--- config.mk ---
export PLATFORM = sky130hd
export DESIGN_NAME = actc_top
export DESIGN_NICKNAME = d
export VERILOG_FILES = /design/src/core/actc_pkg.sv /design/src/core/actc_top.sv
export SDC_FILE = /design/constraint.sdc
export NUM_CORES = 1
export LEC_CHECK = 0
export ABC_AREA = 1
export BUFFER_PORTS_ARGS = -buffer_cell sky130_fd_sc_hd__buf_2
export CAP_MARGIN = 10
export CORE_MARGIN = 4
export CORE_UTILIZATION = 45
export CTS_CLUSTER_SIZE = 40
export DETAILED_ROUTE_END_ITERATION = 16
export PLACE_DENSITY = 0.72
export SYNTH_ARGS = -nofsm -noshare
export SYNTH_HDL_FRONTEND = slang
export SYNTH_SLANG_ARGS = --single-unit
--- constraint.sdc ---
create_clock -name clk_sys -period 2.8 [get_ports clk_sys]
set_input_delay 0.28 -clock clk_sys [delete_from_list [all_inputs] [get_ports clk_sys]]
set_output_delay 0.28 -clock clk_sys [all_outputs]
set_load 0.02 [all_outputs]
--- src/core/actc_pkg.sv ---
// constants and types of the conversion timing control block
package actc_pkg;
  localparam int         ACTC_DW       = 16;
  localparam logic [7:0] ACTC_CTRL_OFS = 8'h00;
  localparam logic [7:0] ACTC_STAT_OFS = 8'h04;
  // control register fields
  localparam int         F_SRC    = 0;
  localparam int         F_SRC_W  = 5;
  localparam int         F_ORIGIN = 5;
  localparam int         F_DIV2   = 6;
  localparam int         F_CWIDTH = 7;
  localparam int         F_FOLLOW = 8;
  localparam int         F_LWIDTH = 9;
  localparam int         F_OVRWIN = 10;
  localparam int         F_ERREN  = 11;
  localparam int         CTRL_W   = 12;
  localparam logic [CTRL_W-1:0] CTRL_RST = 12'h000;
  // status register fields
  localparam int         S_OVR  = 0;
  localparam int         S_CONV = 1;
  localparam int         S_LOAD = 2;
  localparam int         S_BUSY = 3;
  localparam int         S_CNT  = 4;
  // conversion source codes
  localparam logic [4:0] SRC_SI2    = 5'h00;
  localparam logic [4:0] SRC_PFI_LO = 5'h01;
  localparam logic [4:0] SRC_PFI_HI = 5'h0a;
  localparam logic [4:0] SRC_TRG_LO = 5'h0b;
  localparam logic [4:0] SRC_TRG_HI = 5'h11;
  localparam logic [4:0] SRC_CTR0   = 5'h13;
  // synchroniser bit positions
  localparam int         SY_EOC  = 0;
  localparam int         SY_SOC  = 1;
  localparam int         SY_PFI  = 2;
  localparam int         SY_TRG  = 12;
  localparam int         SY_SI2  = 19;
  localparam int         SY_CTR0 = 20;
  localparam int         SY_W    = 21;
  // timebase edge counts and buffer depth
  localparam logic [2:0] CONV_EDGES_1 = 3'h2;
  localparam logic [2:0] CONV_EDGES_2 = 3'h4;
  localparam logic [1:0] LOAD_RISES_1 = 2'h1;
  localparam logic [1:0] LOAD_RISES_2 = 2'h2;
  localparam logic [1:0] ACTC_DEPTH   = 2'h2;
  typedef enum logic [0:0] {ACTC_CV_IDLE, ACTC_CV_PULSE} actc_conv_t;
  typedef enum logic [1:0] {ACTC_LD_IDLE, ACTC_LD_FALL,
                            ACTC_LD_RISE} actc_load_t;
endpackage

--- src/core/actc_top.sv ---
// conversion timing control with wishbone registers and load buffer
//
// Our own choices: the placing of the registers and the Wishbone interface to the registers.
`timescale 1ns/1ps
module actc_top
  import actc_pkg::*;
(
  input  wire logic               clk_sys,
  input  wire logic               resetn,
  input  wire logic               wb_cyc_i,
  input  wire logic               wb_stb_i,
  input  wire logic               wb_we_i,
  input  wire logic [7:0]         wb_adr_i,
  input  wire logic [3:0]         wb_sel_i,
  input  wire logic [31:0]        wb_dat_i,
  output logic      [31:0]        wb_dat_o,
  output logic                    wb_ack_o,
  input  wire logic               local_oscillator_input,
  input  wire logic               shared_bus_oscillator_input,
  input  wire logic               second_interval_terminal_count,
  input  wire logic [9:0]         programmable_function_input,
  input  wire logic [6:0]         shared_trigger_line,
  input  wire logic               counter0_output,
  input  wire logic               conv_started,
  input  wire logic               conv_done,
  input  wire logic [ACTC_DW-1:0] adc_data,
  output logic                    output_timebase_source,
  output logic                    conv_pulse,
  output logic                    data_load_strobe,
  output logic      [ACTC_DW-1:0] load_data,
  output logic                    load_valid,
  input  wire logic               load_ready,
  output logic                    err_req
);

  typedef struct packed {
    logic [SY_W-1:0]    s1;
    logic [SY_W-1:0]    s2;
    logic               osc_prev;
    logic               tb;
    logic               src_prev;
    logic               eoc_prev;
    logic               soc_prev;
    actc_conv_t         cv;
    logic [2:0]         cedge;
    logic               conv;
    actc_load_t         ld;
    logic [1:0]         lrise;
    logic               load;
    logic               win_a;
    logic               win_b;
    logic               busy;
    logic               ovr;
    logic [CTRL_W-1:0]  ctrl;
    logic [1:0]         cnt;
    logic [ACTC_DW-1:0] head;
    logic [ACTC_DW-1:0] tail;
    logic               ack;
    logic [31:0]        rdat;
  } actc_state_t;

  actc_state_t r_reg;
  actc_state_t r_next;

  function automatic logic rise(input logic p, input logic c);
    return c & ~p;
  endfunction

  function automatic logic pick_src(input logic [4:0] sel,
                                    input logic [SY_W-1:0] s);
    logic [4:0] i;
    i = 5'h00;
    pick_src = 1'b0;
    if (sel == SRC_SI2) begin
      pick_src = ~s[SY_SI2];
    end else if (sel >= SRC_PFI_LO && sel <= SRC_PFI_HI) begin
      i = sel - SRC_PFI_LO;
      pick_src = s[SY_PFI + int'(i)];
    end else if (sel >= SRC_TRG_LO && sel <= SRC_TRG_HI) begin
      i = sel - SRC_TRG_LO;
      pick_src = s[SY_TRG + int'(i)];
    end else if (sel == SRC_CTR0) begin
      pick_src = s[SY_CTR0];
    end
  endfunction

  logic [SY_W-1:0] sync_in;
  logic            osc_sel;
  logic            osc_rise;
  logic            tb_nx;
  logic            tb_rise;
  logic            tb_fall;
  logic            src_lvl;
  logic            src_rise;
  logic            eoc_rise;
  logic            soc_rise;
  logic            window;
  logic            room;
  logic            conv_go;
  logic            follow;
  logic [2:0]      c_target;
  logic [1:0]      l_target;
  logic            req;
  logic            clr_ovr;
  logic            push;
  logic            pop;
  logic [31:0]     stat;

  assign sync_in = {counter0_output, second_interval_terminal_count,
                    shared_trigger_line, programmable_function_input,
                    conv_started, conv_done};
  assign follow   = r_reg.ctrl[F_FOLLOW];
  assign osc_sel  = r_reg.ctrl[F_ORIGIN] ? shared_bus_oscillator_input
                                         : local_oscillator_input;
  assign osc_rise = rise(r_reg.osc_prev, osc_sel);
  assign tb_nx    = r_reg.ctrl[F_DIV2] ? (r_reg.tb ^ osc_rise)
                                       : osc_sel;
  assign tb_rise  = rise(r_reg.tb, tb_nx);
  assign tb_fall  = rise(tb_nx, r_reg.tb);
  assign src_lvl  = pick_src(r_reg.ctrl[F_SRC +: F_SRC_W], r_reg.s2);
  assign src_rise = rise(r_reg.src_prev, src_lvl);
  assign eoc_rise = rise(r_reg.eoc_prev, r_reg.s2[SY_EOC]);
  assign soc_rise = rise(r_reg.soc_prev, r_reg.s2[SY_SOC]);
  assign window   = r_reg.win_a
                  | (r_reg.ctrl[F_OVRWIN] & r_reg.win_b);
  // a conversion in flight reserves its buffer slot
  assign room     = (r_reg.cnt + {1'b0, r_reg.win_a | r_reg.win_b})
                    < ACTC_DEPTH;
  assign conv_go  = src_rise & room & ~r_reg.conv;
  assign c_target = r_reg.ctrl[F_CWIDTH] ? CONV_EDGES_2
                                         : CONV_EDGES_1;
  assign l_target = r_reg.ctrl[F_LWIDTH] ? LOAD_RISES_2 : LOAD_RISES_1;
  assign req      = wb_cyc_i & wb_stb_i & ~r_reg.ack;
  assign clr_ovr  = req & wb_we_i & (wb_adr_i == ACTC_STAT_OFS)
                  & wb_sel_i[0] & wb_dat_i[S_OVR];
  assign pop      = load_valid & load_ready;
  assign push     = (r_reg.ld == ACTC_LD_RISE) & tb_rise
                  & (r_reg.lrise + 2'h1 == l_target);

  always_comb begin
    stat = 32'h0000_0000;
    stat[S_OVR] = r_reg.ovr;
    stat[S_CONV] = r_reg.conv;
    stat[S_LOAD] = r_reg.load;
    stat[S_BUSY] = r_reg.busy;
    stat[S_CNT +: 2] = r_reg.cnt;
  end
  always_comb begin
    r_next = r_reg;
    r_next.s1 = sync_in;
    r_next.s2 = r_reg.s1;
    r_next.osc_prev = osc_sel;
    r_next.tb = tb_nx;
    r_next.src_prev = src_lvl;
    r_next.eoc_prev = r_reg.s2[SY_EOC];
    r_next.soc_prev = r_reg.s2[SY_SOC];
    r_next.busy = soc_rise | (r_reg.busy & ~eoc_rise);
    // conversion pulse
    if (follow) begin
      r_next.cv = ACTC_CV_IDLE;
      r_next.conv = src_lvl & (r_reg.conv | conv_go);
    end else begin
      case (r_reg.cv)
        ACTC_CV_IDLE: begin
          r_next.conv = 1'b0;
          if (conv_go) begin
            r_next.cv = ACTC_CV_PULSE;
            r_next.cedge = 3'h0;
            r_next.conv = 1'b1;
          end
        end
        ACTC_CV_PULSE: begin
          if (tb_rise | tb_fall) begin
            r_next.cedge = r_reg.cedge + 3'h1;
            if (r_reg.cedge + 3'h1 == c_target) begin
              r_next.cv = ACTC_CV_IDLE;
              r_next.conv = 1'b0;
            end
          end
        end
        default: begin
          r_next.cv = ACTC_CV_IDLE;
          r_next.conv = 1'b0;
        end
      endcase
    end
    // load strobe
    case (r_reg.ld)
      ACTC_LD_IDLE: begin
        if (eoc_rise) begin
          r_next.ld = ACTC_LD_FALL;
          r_next.load = 1'b1;
          r_next.win_a = 1'b0;
          r_next.win_b = 1'b1;
        end
      end
      ACTC_LD_FALL: begin
        if (tb_fall) begin
          r_next.ld = ACTC_LD_RISE;
          r_next.lrise = 2'h0;
        end
      end
      ACTC_LD_RISE: begin
        if (tb_rise) begin
          r_next.lrise = r_reg.lrise + 2'h1;
          if (push) begin
            r_next.ld = ACTC_LD_IDLE;
            r_next.load = 1'b0;
            r_next.win_b = 1'b0;
          end
        end
      end
      default: begin
        r_next.ld = ACTC_LD_IDLE;
        r_next.load = 1'b0;
      end
    endcase
    if (conv_go) begin
      r_next.win_a = 1'b1;
    end
    // set wins over a simultaneous clear
    r_next.ovr = (r_reg.ovr & ~clr_ovr) | (src_rise & window);
    // two-entry buffer; word taken at the strobe's trailing edge
    case ({push, pop})
      2'b10: begin
        if (r_reg.cnt == 2'h0) begin
          r_next.head = adc_data;
        end else begin
          r_next.tail = adc_data;
        end
        r_next.cnt = r_reg.cnt + 2'h1;
      end
      2'b01: begin
        r_next.head = r_reg.tail;
        r_next.cnt = r_reg.cnt - 2'h1;
      end
      2'b11: begin
        if (r_reg.cnt == 2'h1) begin
          r_next.head = adc_data;
        end else begin
          r_next.head = r_reg.tail;
          r_next.tail = adc_data;
        end
      end
      default: begin
      end
    endcase
    // wishbone slave, unmapped reads return zero
    r_next.ack = req;
    if (req && wb_we_i && wb_adr_i == ACTC_CTRL_OFS) begin
      if (wb_sel_i[0]) begin
        r_next.ctrl[7:0] = wb_dat_i[7:0];
      end
      if (wb_sel_i[1]) begin
        r_next.ctrl[CTRL_W-1:8] = wb_dat_i[CTRL_W-1:8];
      end
    end
    if (req && !wb_we_i) begin
      if (wb_adr_i == ACTC_CTRL_OFS) begin
        r_next.rdat = {{(32-CTRL_W){1'b0}}, r_reg.ctrl};
      end else if (wb_adr_i == ACTC_STAT_OFS) begin
        r_next.rdat = stat;
      end else begin
        r_next.rdat = 32'h0000_0000;
      end
    end
  end

  always_ff @(posedge clk_sys or negedge resetn) begin
    if (!resetn) begin
      r_reg <= '0;
      r_reg.ctrl <= CTRL_RST;
      r_reg.src_prev <= 1'b1; // no false source edge after reset
    end else begin
      r_reg <= r_next;
    end
  end
  assign wb_ack_o = r_reg.ack;
  assign wb_dat_o = r_reg.rdat;
  assign output_timebase_source = r_reg.tb;
  assign conv_pulse = r_reg.conv;
  assign data_load_strobe = r_reg.load;
  assign load_data = r_reg.head;
  assign load_valid = r_reg.cnt != 2'h0;
  assign err_req = r_reg.ovr & r_reg.ctrl[F_ERREN];

  src_pick_a: assert property (@(posedge clk_sys) disable iff (!resetn)
    r_reg.ctrl[F_SRC +: F_SRC_W] == SRC_CTR0
      |-> src_lvl == r_reg.s2[SY_CTR0])
    else $error("source select does not follow counter 0");
  tb_origin_a: assert property (@(posedge clk_sys) disable iff (!resetn)
    !r_reg.ctrl[F_DIV2] && $stable(r_reg.ctrl)
      |-> r_reg.tb == $past(osc_sel))
    else $error("timebase does not follow selected oscillator");
  tb_div_a: assert property (@(posedge clk_sys) disable iff (!resetn)
    r_reg.ctrl[F_DIV2] && $past(r_reg.ctrl[F_DIV2]) && $changed(r_reg.tb)
      |-> $past(osc_rise))
    else $error("divided timebase moved without oscillator rise");
  conv_len_a: assert property (@(posedge clk_sys) disable iff (!resetn)
    $fell(r_reg.conv) && $past(r_reg.cv == ACTC_CV_PULSE)
      |-> $past(r_reg.cedge + 3'h1 == c_target) && $past(tb_rise | tb_fall))
    else $error("conversion pulse width wrong");
  conv_follow_a: assert property (@(posedge clk_sys) disable iff (!resetn)
    follow && $past(follow) && r_reg.conv |-> $past(src_lvl))
    else $error("followed pulse outlives its source");
  load_start_a: assert property (@(posedge clk_sys) disable iff (!resetn)
    eoc_rise && r_reg.ld == ACTC_LD_IDLE |=> r_reg.load ##1 r_reg.load)
    else $error("load strobe missed conversion done");
  load_end_a: assert property (@(posedge clk_sys) disable iff (!resetn)
    $fell(r_reg.load) |-> $past(tb_rise) && $past(r_reg.ld == ACTC_LD_RISE))
    else $error("load strobe ended off a rising edge");
  ovr_set_a: assert property (@(posedge clk_sys) disable iff (!resetn)
    src_rise && window |=> r_reg.ovr)
    else $error("overrun in window not flagged");
  ovr_win_a: assert property (@(posedge clk_sys) disable iff (!resetn)
    src_rise && !r_reg.win_a && !r_reg.ctrl[F_OVRWIN] && !r_reg.ovr
      |=> !r_reg.ovr)
    else $error("overrun flagged outside interval A");
  conv_room_a: assert property (@(posedge clk_sys) disable iff (!resetn)
    $rose(r_reg.conv) |-> $past(room) && $past(src_rise))
    else $error("conversion started without buffer room");
  sync_two_a: assert property (@(posedge clk_sys) disable iff (!resetn)
    $past(resetn, 2) |-> r_reg.s2 == $past(sync_in, 2))
    else $error("synchroniser depth is not two");

endmodule

==> results of run 1 <==
[synth_stat cells, drive strengths merged, types with 2 or more instances]
cell type / instances
nor2: 27
nand3: 49
ha: 15
nor3: 2
inv: 110
clkbuf: 6
nand4: 8
mux2: 17
o21ai: 40
xor2: 5
nor4: 3
a21oi: 15
xnor2: 4
dfrtp: 119
buf: 55
nand2: 116
o221ai: 6
o22ai: 20
or4: 2
[cells by family after synthesis]
family / after synthesis
compound gates: 83
fa+ha+maj: 15
mux: 17
simple gates: 210
other cells: 1
buf+inv: 171
xor+xnor: 9
flops: 120
[layout make-up]
class                   count  area, µm²
clock buffers              19        443
clock inverters            13        123
fillers                  1107       5250
inverters                 110        422
multi-input cells         355       2110
flip-flops and latches    120       3010
well taps                 172        215
repair buffers            150       1000
[path summary, 6_finish.rpt]
kind	cells after the start	from	slack (ns)	end
setup / recovery	16	r_reg[72]	0.14	r_reg[43]
hold / removal	3	wb_dat_i[10]	0.12	r_reg[77]
setup reg to reg	16	r_reg[72]	0.14	r_reg[43]
hold reg to reg	0	r_next[115]	0.35	r_reg[115]
max in group asynchronous	3	resetn	1.54	r_reg[95]
min in group asynchronous	2	resetn	0.44	r_reg[38]
[critical path, stage by stage (launching register included)]
cell                         delay, ns
sky130_fd_sc_hd__dfrtp_1          0.38
sky130_fd_sc_hd__inv_2            0.06
sky130_fd_sc_hd__nand2_1          0.05
sky130_fd_sc_hd__nand2_2          0.09
sky130_fd_sc_hd__nand2_2          0.07
sky130_fd_sc_hd__xor2_2           0.15
sky130_fd_sc_hd__inv_1            0.08
sky130_fd_sc_hd__ha_2             0.19
sky130_fd_sc_hd__inv_2            0.05
sky130_fd_sc_hd__nor4_4           0.34
sky130_fd_sc_hd__ha_2             0.27
sky130_fd_sc_hd__clkinvlp_4       0.15
sky130_fd_sc_hd__buf_6            0.16
sky130_fd_sc_hd__o22ai_4          0.23
sky130_fd_sc_hd__clkbuf_16        0.20
sky130_fd_sc_hd__nand2_1          0.04
sky130_fd_sc_hd__o21ai_0          0.07
[through the flow]
step / cell area (µm²) / cells / worst slack (ns) / hold WS [ns] / total power, µW
4_1_cts: 7130 / 931 / -0.0207 / 0.106 / 5770
3_3_place_gp: 6310 / 876 / -0.270 / 0.334 / 3580
6_report: 7320 / 939 / 0.136 / 0.120 / 5790
3_5_place_dp: 6310 / 876 / -0.286 / 0.335 / 3650
5_1_grt: 7320 / 939 / -0.00897 / 0.113 / 6130
2_1_floorplan: 5840 / 645 / 0.00426 / -0.0156 / 3350
[where the power goes]
part | total (µW) | internal (µW) | switching (µW)
logic | 1430 | 608 | 819
registers | 2300 | 2080 | 223
clock network | 2060 | 1250 | 805
total | 5790 | 3940 | 1850
[metal layers]
layer	share of wire, %	wire [µm]	global-route usage [%]
met1	42	5370	22.6
met2	50	6360	30.6
met3	6.7	860	5.17
met4	1.4	184	6.30
met5	0	0	0
[timing repair]
action / in CTS / in global routing
buffers inserted: 0 / 6
endpoints found under the hold margin: 69 / 0
setup endpoints to repair: 32 / 37
resized for setup: 3 / 33
cloned: 1 / 2
pin swaps: 1 / 10
hold buffers: 22 / 0
==> flow_summary.ini, run 1 <==
[clock_tree]
cts_max_path_buffers = 2
clock_insertion_delay_worst_skew_ns = 0.41
clock_sink_count = 120
cts.clk_slew.worst_paths_ns = 0.06
cts_inserted_buffers = 17
h-tree-depth = 4
clock_tree.root_cell = sky130_fd_sc_hd__clkbuf_16
tritoncts = yes

[floorplan]
fp-row-count = 41
die_span_in_y_um = 121
initial_utilization_pct = 45.9
full_die_area_um2 = 14700
dieWidth_um = 121
floorplan.core_area_um2 = 12600
io_pins = 143

[synth]
yosys-top-cells-area = sky130_fd_sc_hd__dfrtp_1 (52%), sky130_fd_sc_hd__nand2_1 (7.5%), sky130_fd_sc_hd__inv_1 (6.8%), sky130_fd_sc_hd__buf_4 (6.4%), sky130_fd_sc_hd__nand3_1 (4.0%)
arithmetic_cell_share_of_the_synthesized_area_counting_full_adders_half_adders_and_majority_gates_pct = 3.25
post_synthesis_instance_area_um2 = 5770
synth-async-reset-ratio_pct = 100
yosysTopAreaCell = sky130_fd_sc_hd__dfrtp_1
synth_edf_count = 0
synthMuxAreaShare_pct = 3.32
synth.yosys.warnings = 0
synth_area_per_cell_um2 = 9.22
yosysTopAreaCellShare_pct = 51.6
dominant_combinational_cell_family_by_area_after_synthesis = simple AND/OR/NAND/NOR gates
sequential_fraction_of_the_synthesis_area_pct = 52.1
synthesized_area_fraction_occupied_by_and_or_nand_nor_cells_pct = 17.0
synth_cell_types = 36
synth_xor_area_share_pct = 1.37
syn_inst = 626
synth_seq_cells = 120
synth_ff_type = sky130_fd_sc_hd__dfrtp_1
synth_compound_gate_area_share_pct = 8.30

[setup_path]
cp-end-kind = register
worstPathRequired_ns = 3.13
worst-setup-path-type = register to register
worstPathArrival_ns = 2.99
crit_fanout = 8
critical_path.startpoint_type = register

[finish]
final_core_utilization_pct = 58.2
layout.cells.most_common_list = sky130_fd_sc_hd__dfrtp_1 (117), sky130_fd_sc_hd__nand2_1 (114), sky130_fd_sc_hd__inv_1 (100)
drive_gt1_share_pct = 28.6
largest_register_ffs = 64
finalNetCount = 858
layout_commonest_cell = sky130_fd_sc_hd__dfrtp_1
num_antenna_cells = 0
area.growth.synth_to_final_pct = 26.9

[min_path]
hp-class = input port to register

[placed_design]
dp_hpwl_um = 8740
globalplace.congestion = 0.851
buffer_ports.inserted = 100

[routing]
via_per_inst = 4.83
wire_per_inst_um = 13.6
detailedRoute.firstPassIterationCount = 4
drt_wl_total_um = 12800
via_count = 4538
route.antenna.remaining_nets = 0
remaining_drc_errors = 0
drtIter0Drc = 298

[global_routing]
globalRoute.totalOverflow = 0
global_route_wire_length_before_repair_um = 21300
grt_use_total_pct = 18.2
grt_pass1_vias = 4556
initial_antenna_violation_count = 0
grt_max_degree = 73

[power]
power.ir.vdd_worst_mv = 0.747
power_per_cell_area_nw_per_um2 = 791
power_leakage_uw = 0.00375

[sta]
clock-skew-final_ns = 0.0106
slew_viol_final = 0
post-route-min-period_ns = 2.66
timing.final.setup_violations = 0
max-slew-margin-rel_pct = 56.2
fmax_mhz = 375
timing.final.hold_violations = 0
final_period_utilization_pct = 95.1
setup-tns-final_ns = 0
worst-slew-pin-transition_ns = 0.655

[status]
run_status = complete, no violations

[flow_run]
maxCapViolCount = 0
Power figures use the tool's default switching activity.
==> inputs of run 2 (changes only) <==
--- a/config.mk
+++ b/config.mk
@@ -9,10 +9,10 @@
 export BUFFER_PORTS_ARGS = -buffer_cell sky130_fd_sc_hd__buf_2
 export CAP_MARGIN = 10
 export CORE_MARGIN = 4
-export CORE_UTILIZATION = 45
+export CORE_UTILIZATION = 40
 export CTS_CLUSTER_SIZE = 40
 export DETAILED_ROUTE_END_ITERATION = 16
-export PLACE_DENSITY = 0.72
+export PLACE_DENSITY = 0.7
 export SYNTH_ARGS = -nofsm -noshare
 export SYNTH_HDL_FRONTEND = slang
 export SYNTH_SLANG_ARGS = --single-unit
==> flow_summary.ini, run 2 (same netlist as run 1, synthesis figures left out) <==
[status]
run_status = complete, no violations

[clock_tree]
cts_inserted_buffers = 17
cts.clk_slew.worst_paths_ns = 0.05
tritoncts = yes
cts_max_path_buffers = 2
clock_insertion_delay_worst_skew_ns = 0.41
clock_tree.root_cell = sky130_fd_sc_hd__clkbuf_16
h-tree-depth = 4
clock_sink_count = 120

[routing]
route.antenna.remaining_nets = 0
detailedRoute.firstPassIterationCount = 5
drt_wl_total_um = 12400
drtIter0Drc = 254
via_per_inst = 4.64
via_count = 4350
wire_per_inst_um = 13.2
remaining_drc_errors = 0

[setup_path]
critPathSlowestCell = sky130_fd_sc_hd__dfrtp_1
r2r-start = r_reg[72]
critical_path.max_stage_delay_ns = 0.38
critical-path-top-delay-family = buffers and inverters
critPathMostFrequentCell = sky130_fd_sc_hd__inv_2
worst-r2r-setup-slack_ns = 0.18
crit_fanout = 8
worst-path-buf-inv = 6
critical_path.reg2reg.endpoint = load_data[5]
critical_path.startpoint_type = register
cp-end-kind = register
worstPathRequired_ns = 3.09
crit_chain = inv_2 -> nand2_1 -> nand2_2 -> nand2_2 -> xor2_2 -> inv_2 -> ha_2 -> inv_1 -> nor4_4 -> buf_4 -> inv_2 -> ha_1 -> o21ai_2 -> buf_6 -> o22ai_1 -> mux2_2
ff2ff_path_depth = 16
worst-setup-path-type = register to register
worstPathArrival_ns = 2.90

[sta]
worst-slew-pin-transition_ns = 0.716
setup-tns-final_ns = 0
post-route-min-period_ns = 2.62
clock-skew-final_ns = 0.00876
hold_ws_ns = 0.111
timing.final.setup_violations = 0
max-slew-margin-rel_pct = 52.3
grt_setup_unrepaired = false
slew_viol_final = 0
fmax_mhz = 382
final_period_utilization_pct = 93.4
timing.final.hold_violations = 0

[floorplan]
initial_utilization_pct = 41.3
dieWidth_um = 128
io_pins = 143
fp-row-count = 43
floorplan.core_area_um2 = 14000
die_span_in_y_um = 128
full_die_area_um2 = 16400

[min_path]
start_point_of_the_worst_hold_path = wb_dat_i[6]
hp-class = input port to register
hold_path_end = r_reg[73]
holdPathStages = 2

[finish]
largest_register_ffs = 64
layout_commonest_cell = sky130_fd_sc_hd__dfrtp_1
post-route-cell-area_um2 = 7220
drive_gt1_share_pct = 27.2
finalNetCount = 849
num_antenna_cells = 0
layout.cells.most_common_list = sky130_fd_sc_hd__dfrtp_1 (118), sky130_fd_sc_hd__nand2_1 (114), sky130_fd_sc_hd__inv_1 (101)
area.growth.synth_to_final_pct = 25.2

[global_routing]
groute.layer.met3.usage_pct = 5.46
grt_max_degree = 57
globalRoute.totalOverflow = 0
grt_pass1_vias = 4501
initial_antenna_violation_count = 0
met2_usage_pct = 25.8
globalRouteMet1Util_pct = 19.3
gr-max-usage-layer = met2
global_route_wire_length_before_repair_um = 20900
grt_use_total_pct = 15.8

[power]
clock_power_share_pct = 38.7
power_leakage_uw = 0.00371
int_pwr_uw = 4130
power_per_cell_area_nw_per_um2 = 820
power.ir.vdd_worst_mv = 0.809
power_switching_share_pct = 30.2
power.share.combinational_pct = 22.5
net-switching-power_uw = 1790
seq_power_share_pct = 38.8

[placed_design]
globalplace.congestion = 0.816
buffer_ports.inserted = 100
dp_hpwl_um = 8530
placement.cell_area_um2 = 6290

[flow_run]
maxCapViolCount = 0
==> run 2: cell types whose count changed in the layout (fill, tap and decap cells not counted), moves of 2 or more <==
cell	delta
sky130_fd_sc_hd__buf_12	-2
sky130_fd_sc_hd__buf_4	-4
sky130_fd_sc_hd__bufinv_16	+3
sky130_fd_sc_hd__o21ai_0	+3
sky130_fd_sc_hd__o21ai_1	-3
sky130_fd_sc_hd__o22ai_1	+2
sky130_fd_sc_hd__o22ai_4	-2
==> run 2: layout make-up <==
class / count / area [µm²]
well taps: 180 / 225
fillers: 1269 / 6770
inverters: 110 / 418
repair buffers: 142 / 893
clock buffers: 17 / 425
flip-flops and latches: 120 / 3010
clock inverters: 15 / 200
multi-input cells: 354 / 2060
==> run 2: power groups by stage <==
| stage | combinational (µW) | sequential, µW | clock [µW] |
|---|---|---|---|
| floorplan | 1070 | 2270 | 0 |
| global placement | 1260 | 2310 | 0 |
| detailed placement | 1300 | 2320 | 0 |
| CTS | 1330 | 2300 | 2340 |
| global route | 1510 | 2340 | 2420 |
| finish | 1330 | 2300 | 2290 |
==> run 2: repair_timing <==
| item | 4_1_cts | 5_1_grt |
|---|---|---|
| hold endpoints to repair | 72 | 0 |
| hold buffers | 22 | 0 |
| setup buffers | 0 | 2 |
| setup endpoints to repair | 0 | 37 |
| resized for setup | 0 | 23 |
==> run 2: worst reg2reg max path: stages, from the launching register on <==
cell and delay, ns:
sky130_fd_sc_hd__dfrtp_1 0.38, sky130_fd_sc_hd__inv_2 0.07, sky130_fd_sc_hd__nand2_1 0.06, sky130_fd_sc_hd__nand2_2 0.08, sky130_fd_sc_hd__nand2_2 0.07, sky130_fd_sc_hd__xor2_2 0.19, sky130_fd_sc_hd__inv_2 0.07, sky130_fd_sc_hd__ha_2 0.18
sky130_fd_sc_hd__inv_1 0.08, sky130_fd_sc_hd__nor4_4 0.20, sky130_fd_sc_hd__buf_4 0.18, sky130_fd_sc_hd__inv_2 0.04, sky130_fd_sc_hd__ha_1 0.21, sky130_fd_sc_hd__o21ai_2 0.19, sky130_fd_sc_hd__buf_6 0.17, sky130_fd_sc_hd__o22ai_1 0.07
sky130_fd_sc_hd__mux2_2 0.26
==> run 2: per-layer routing <==
layer | share of wire, % | vias up
met3 | 7.3 | 20
met5 | 0 | -
met2 | 48 | 127
met1 | 42 | 2027
met4 | 2.0 | 0
li1 | - | 2176
==> run 2: worst max path at each step <==
| stage | endpoint | slack, ns | from | depth (start not counted) |
|---|---|---|---|---|
| floorplan | load_data[10] | 0.004 | output_timebase_source | 13 |
| global placement | load_data[5] | 0.09 | r_reg[72] | 15 |
| detailed placement | load_data[3] | 0.07 | r_reg[72] | 15 |
| CTS | load_data[3] | 0.009 | r_reg[72] | 15 |
| global route | r_reg[89] | 0.008 | r_reg[67] | 18 |
| finish | load_data[5] | 0.18 | r_reg[72] | 16 |
==> run 2: metrics by stage <==
stage	utilization (%)	instances	setup slack, ns	total power [µW]
floorplan	-	645	0.00426	3350
global placement	45.0	881	0.0919	3570
detailed placement	45.0	881	0.0716	3610
CTS	51.0	935	0.00916	5960
global route	51.6	938	0.00750	6280
finish	51.6	938	0.185	5920
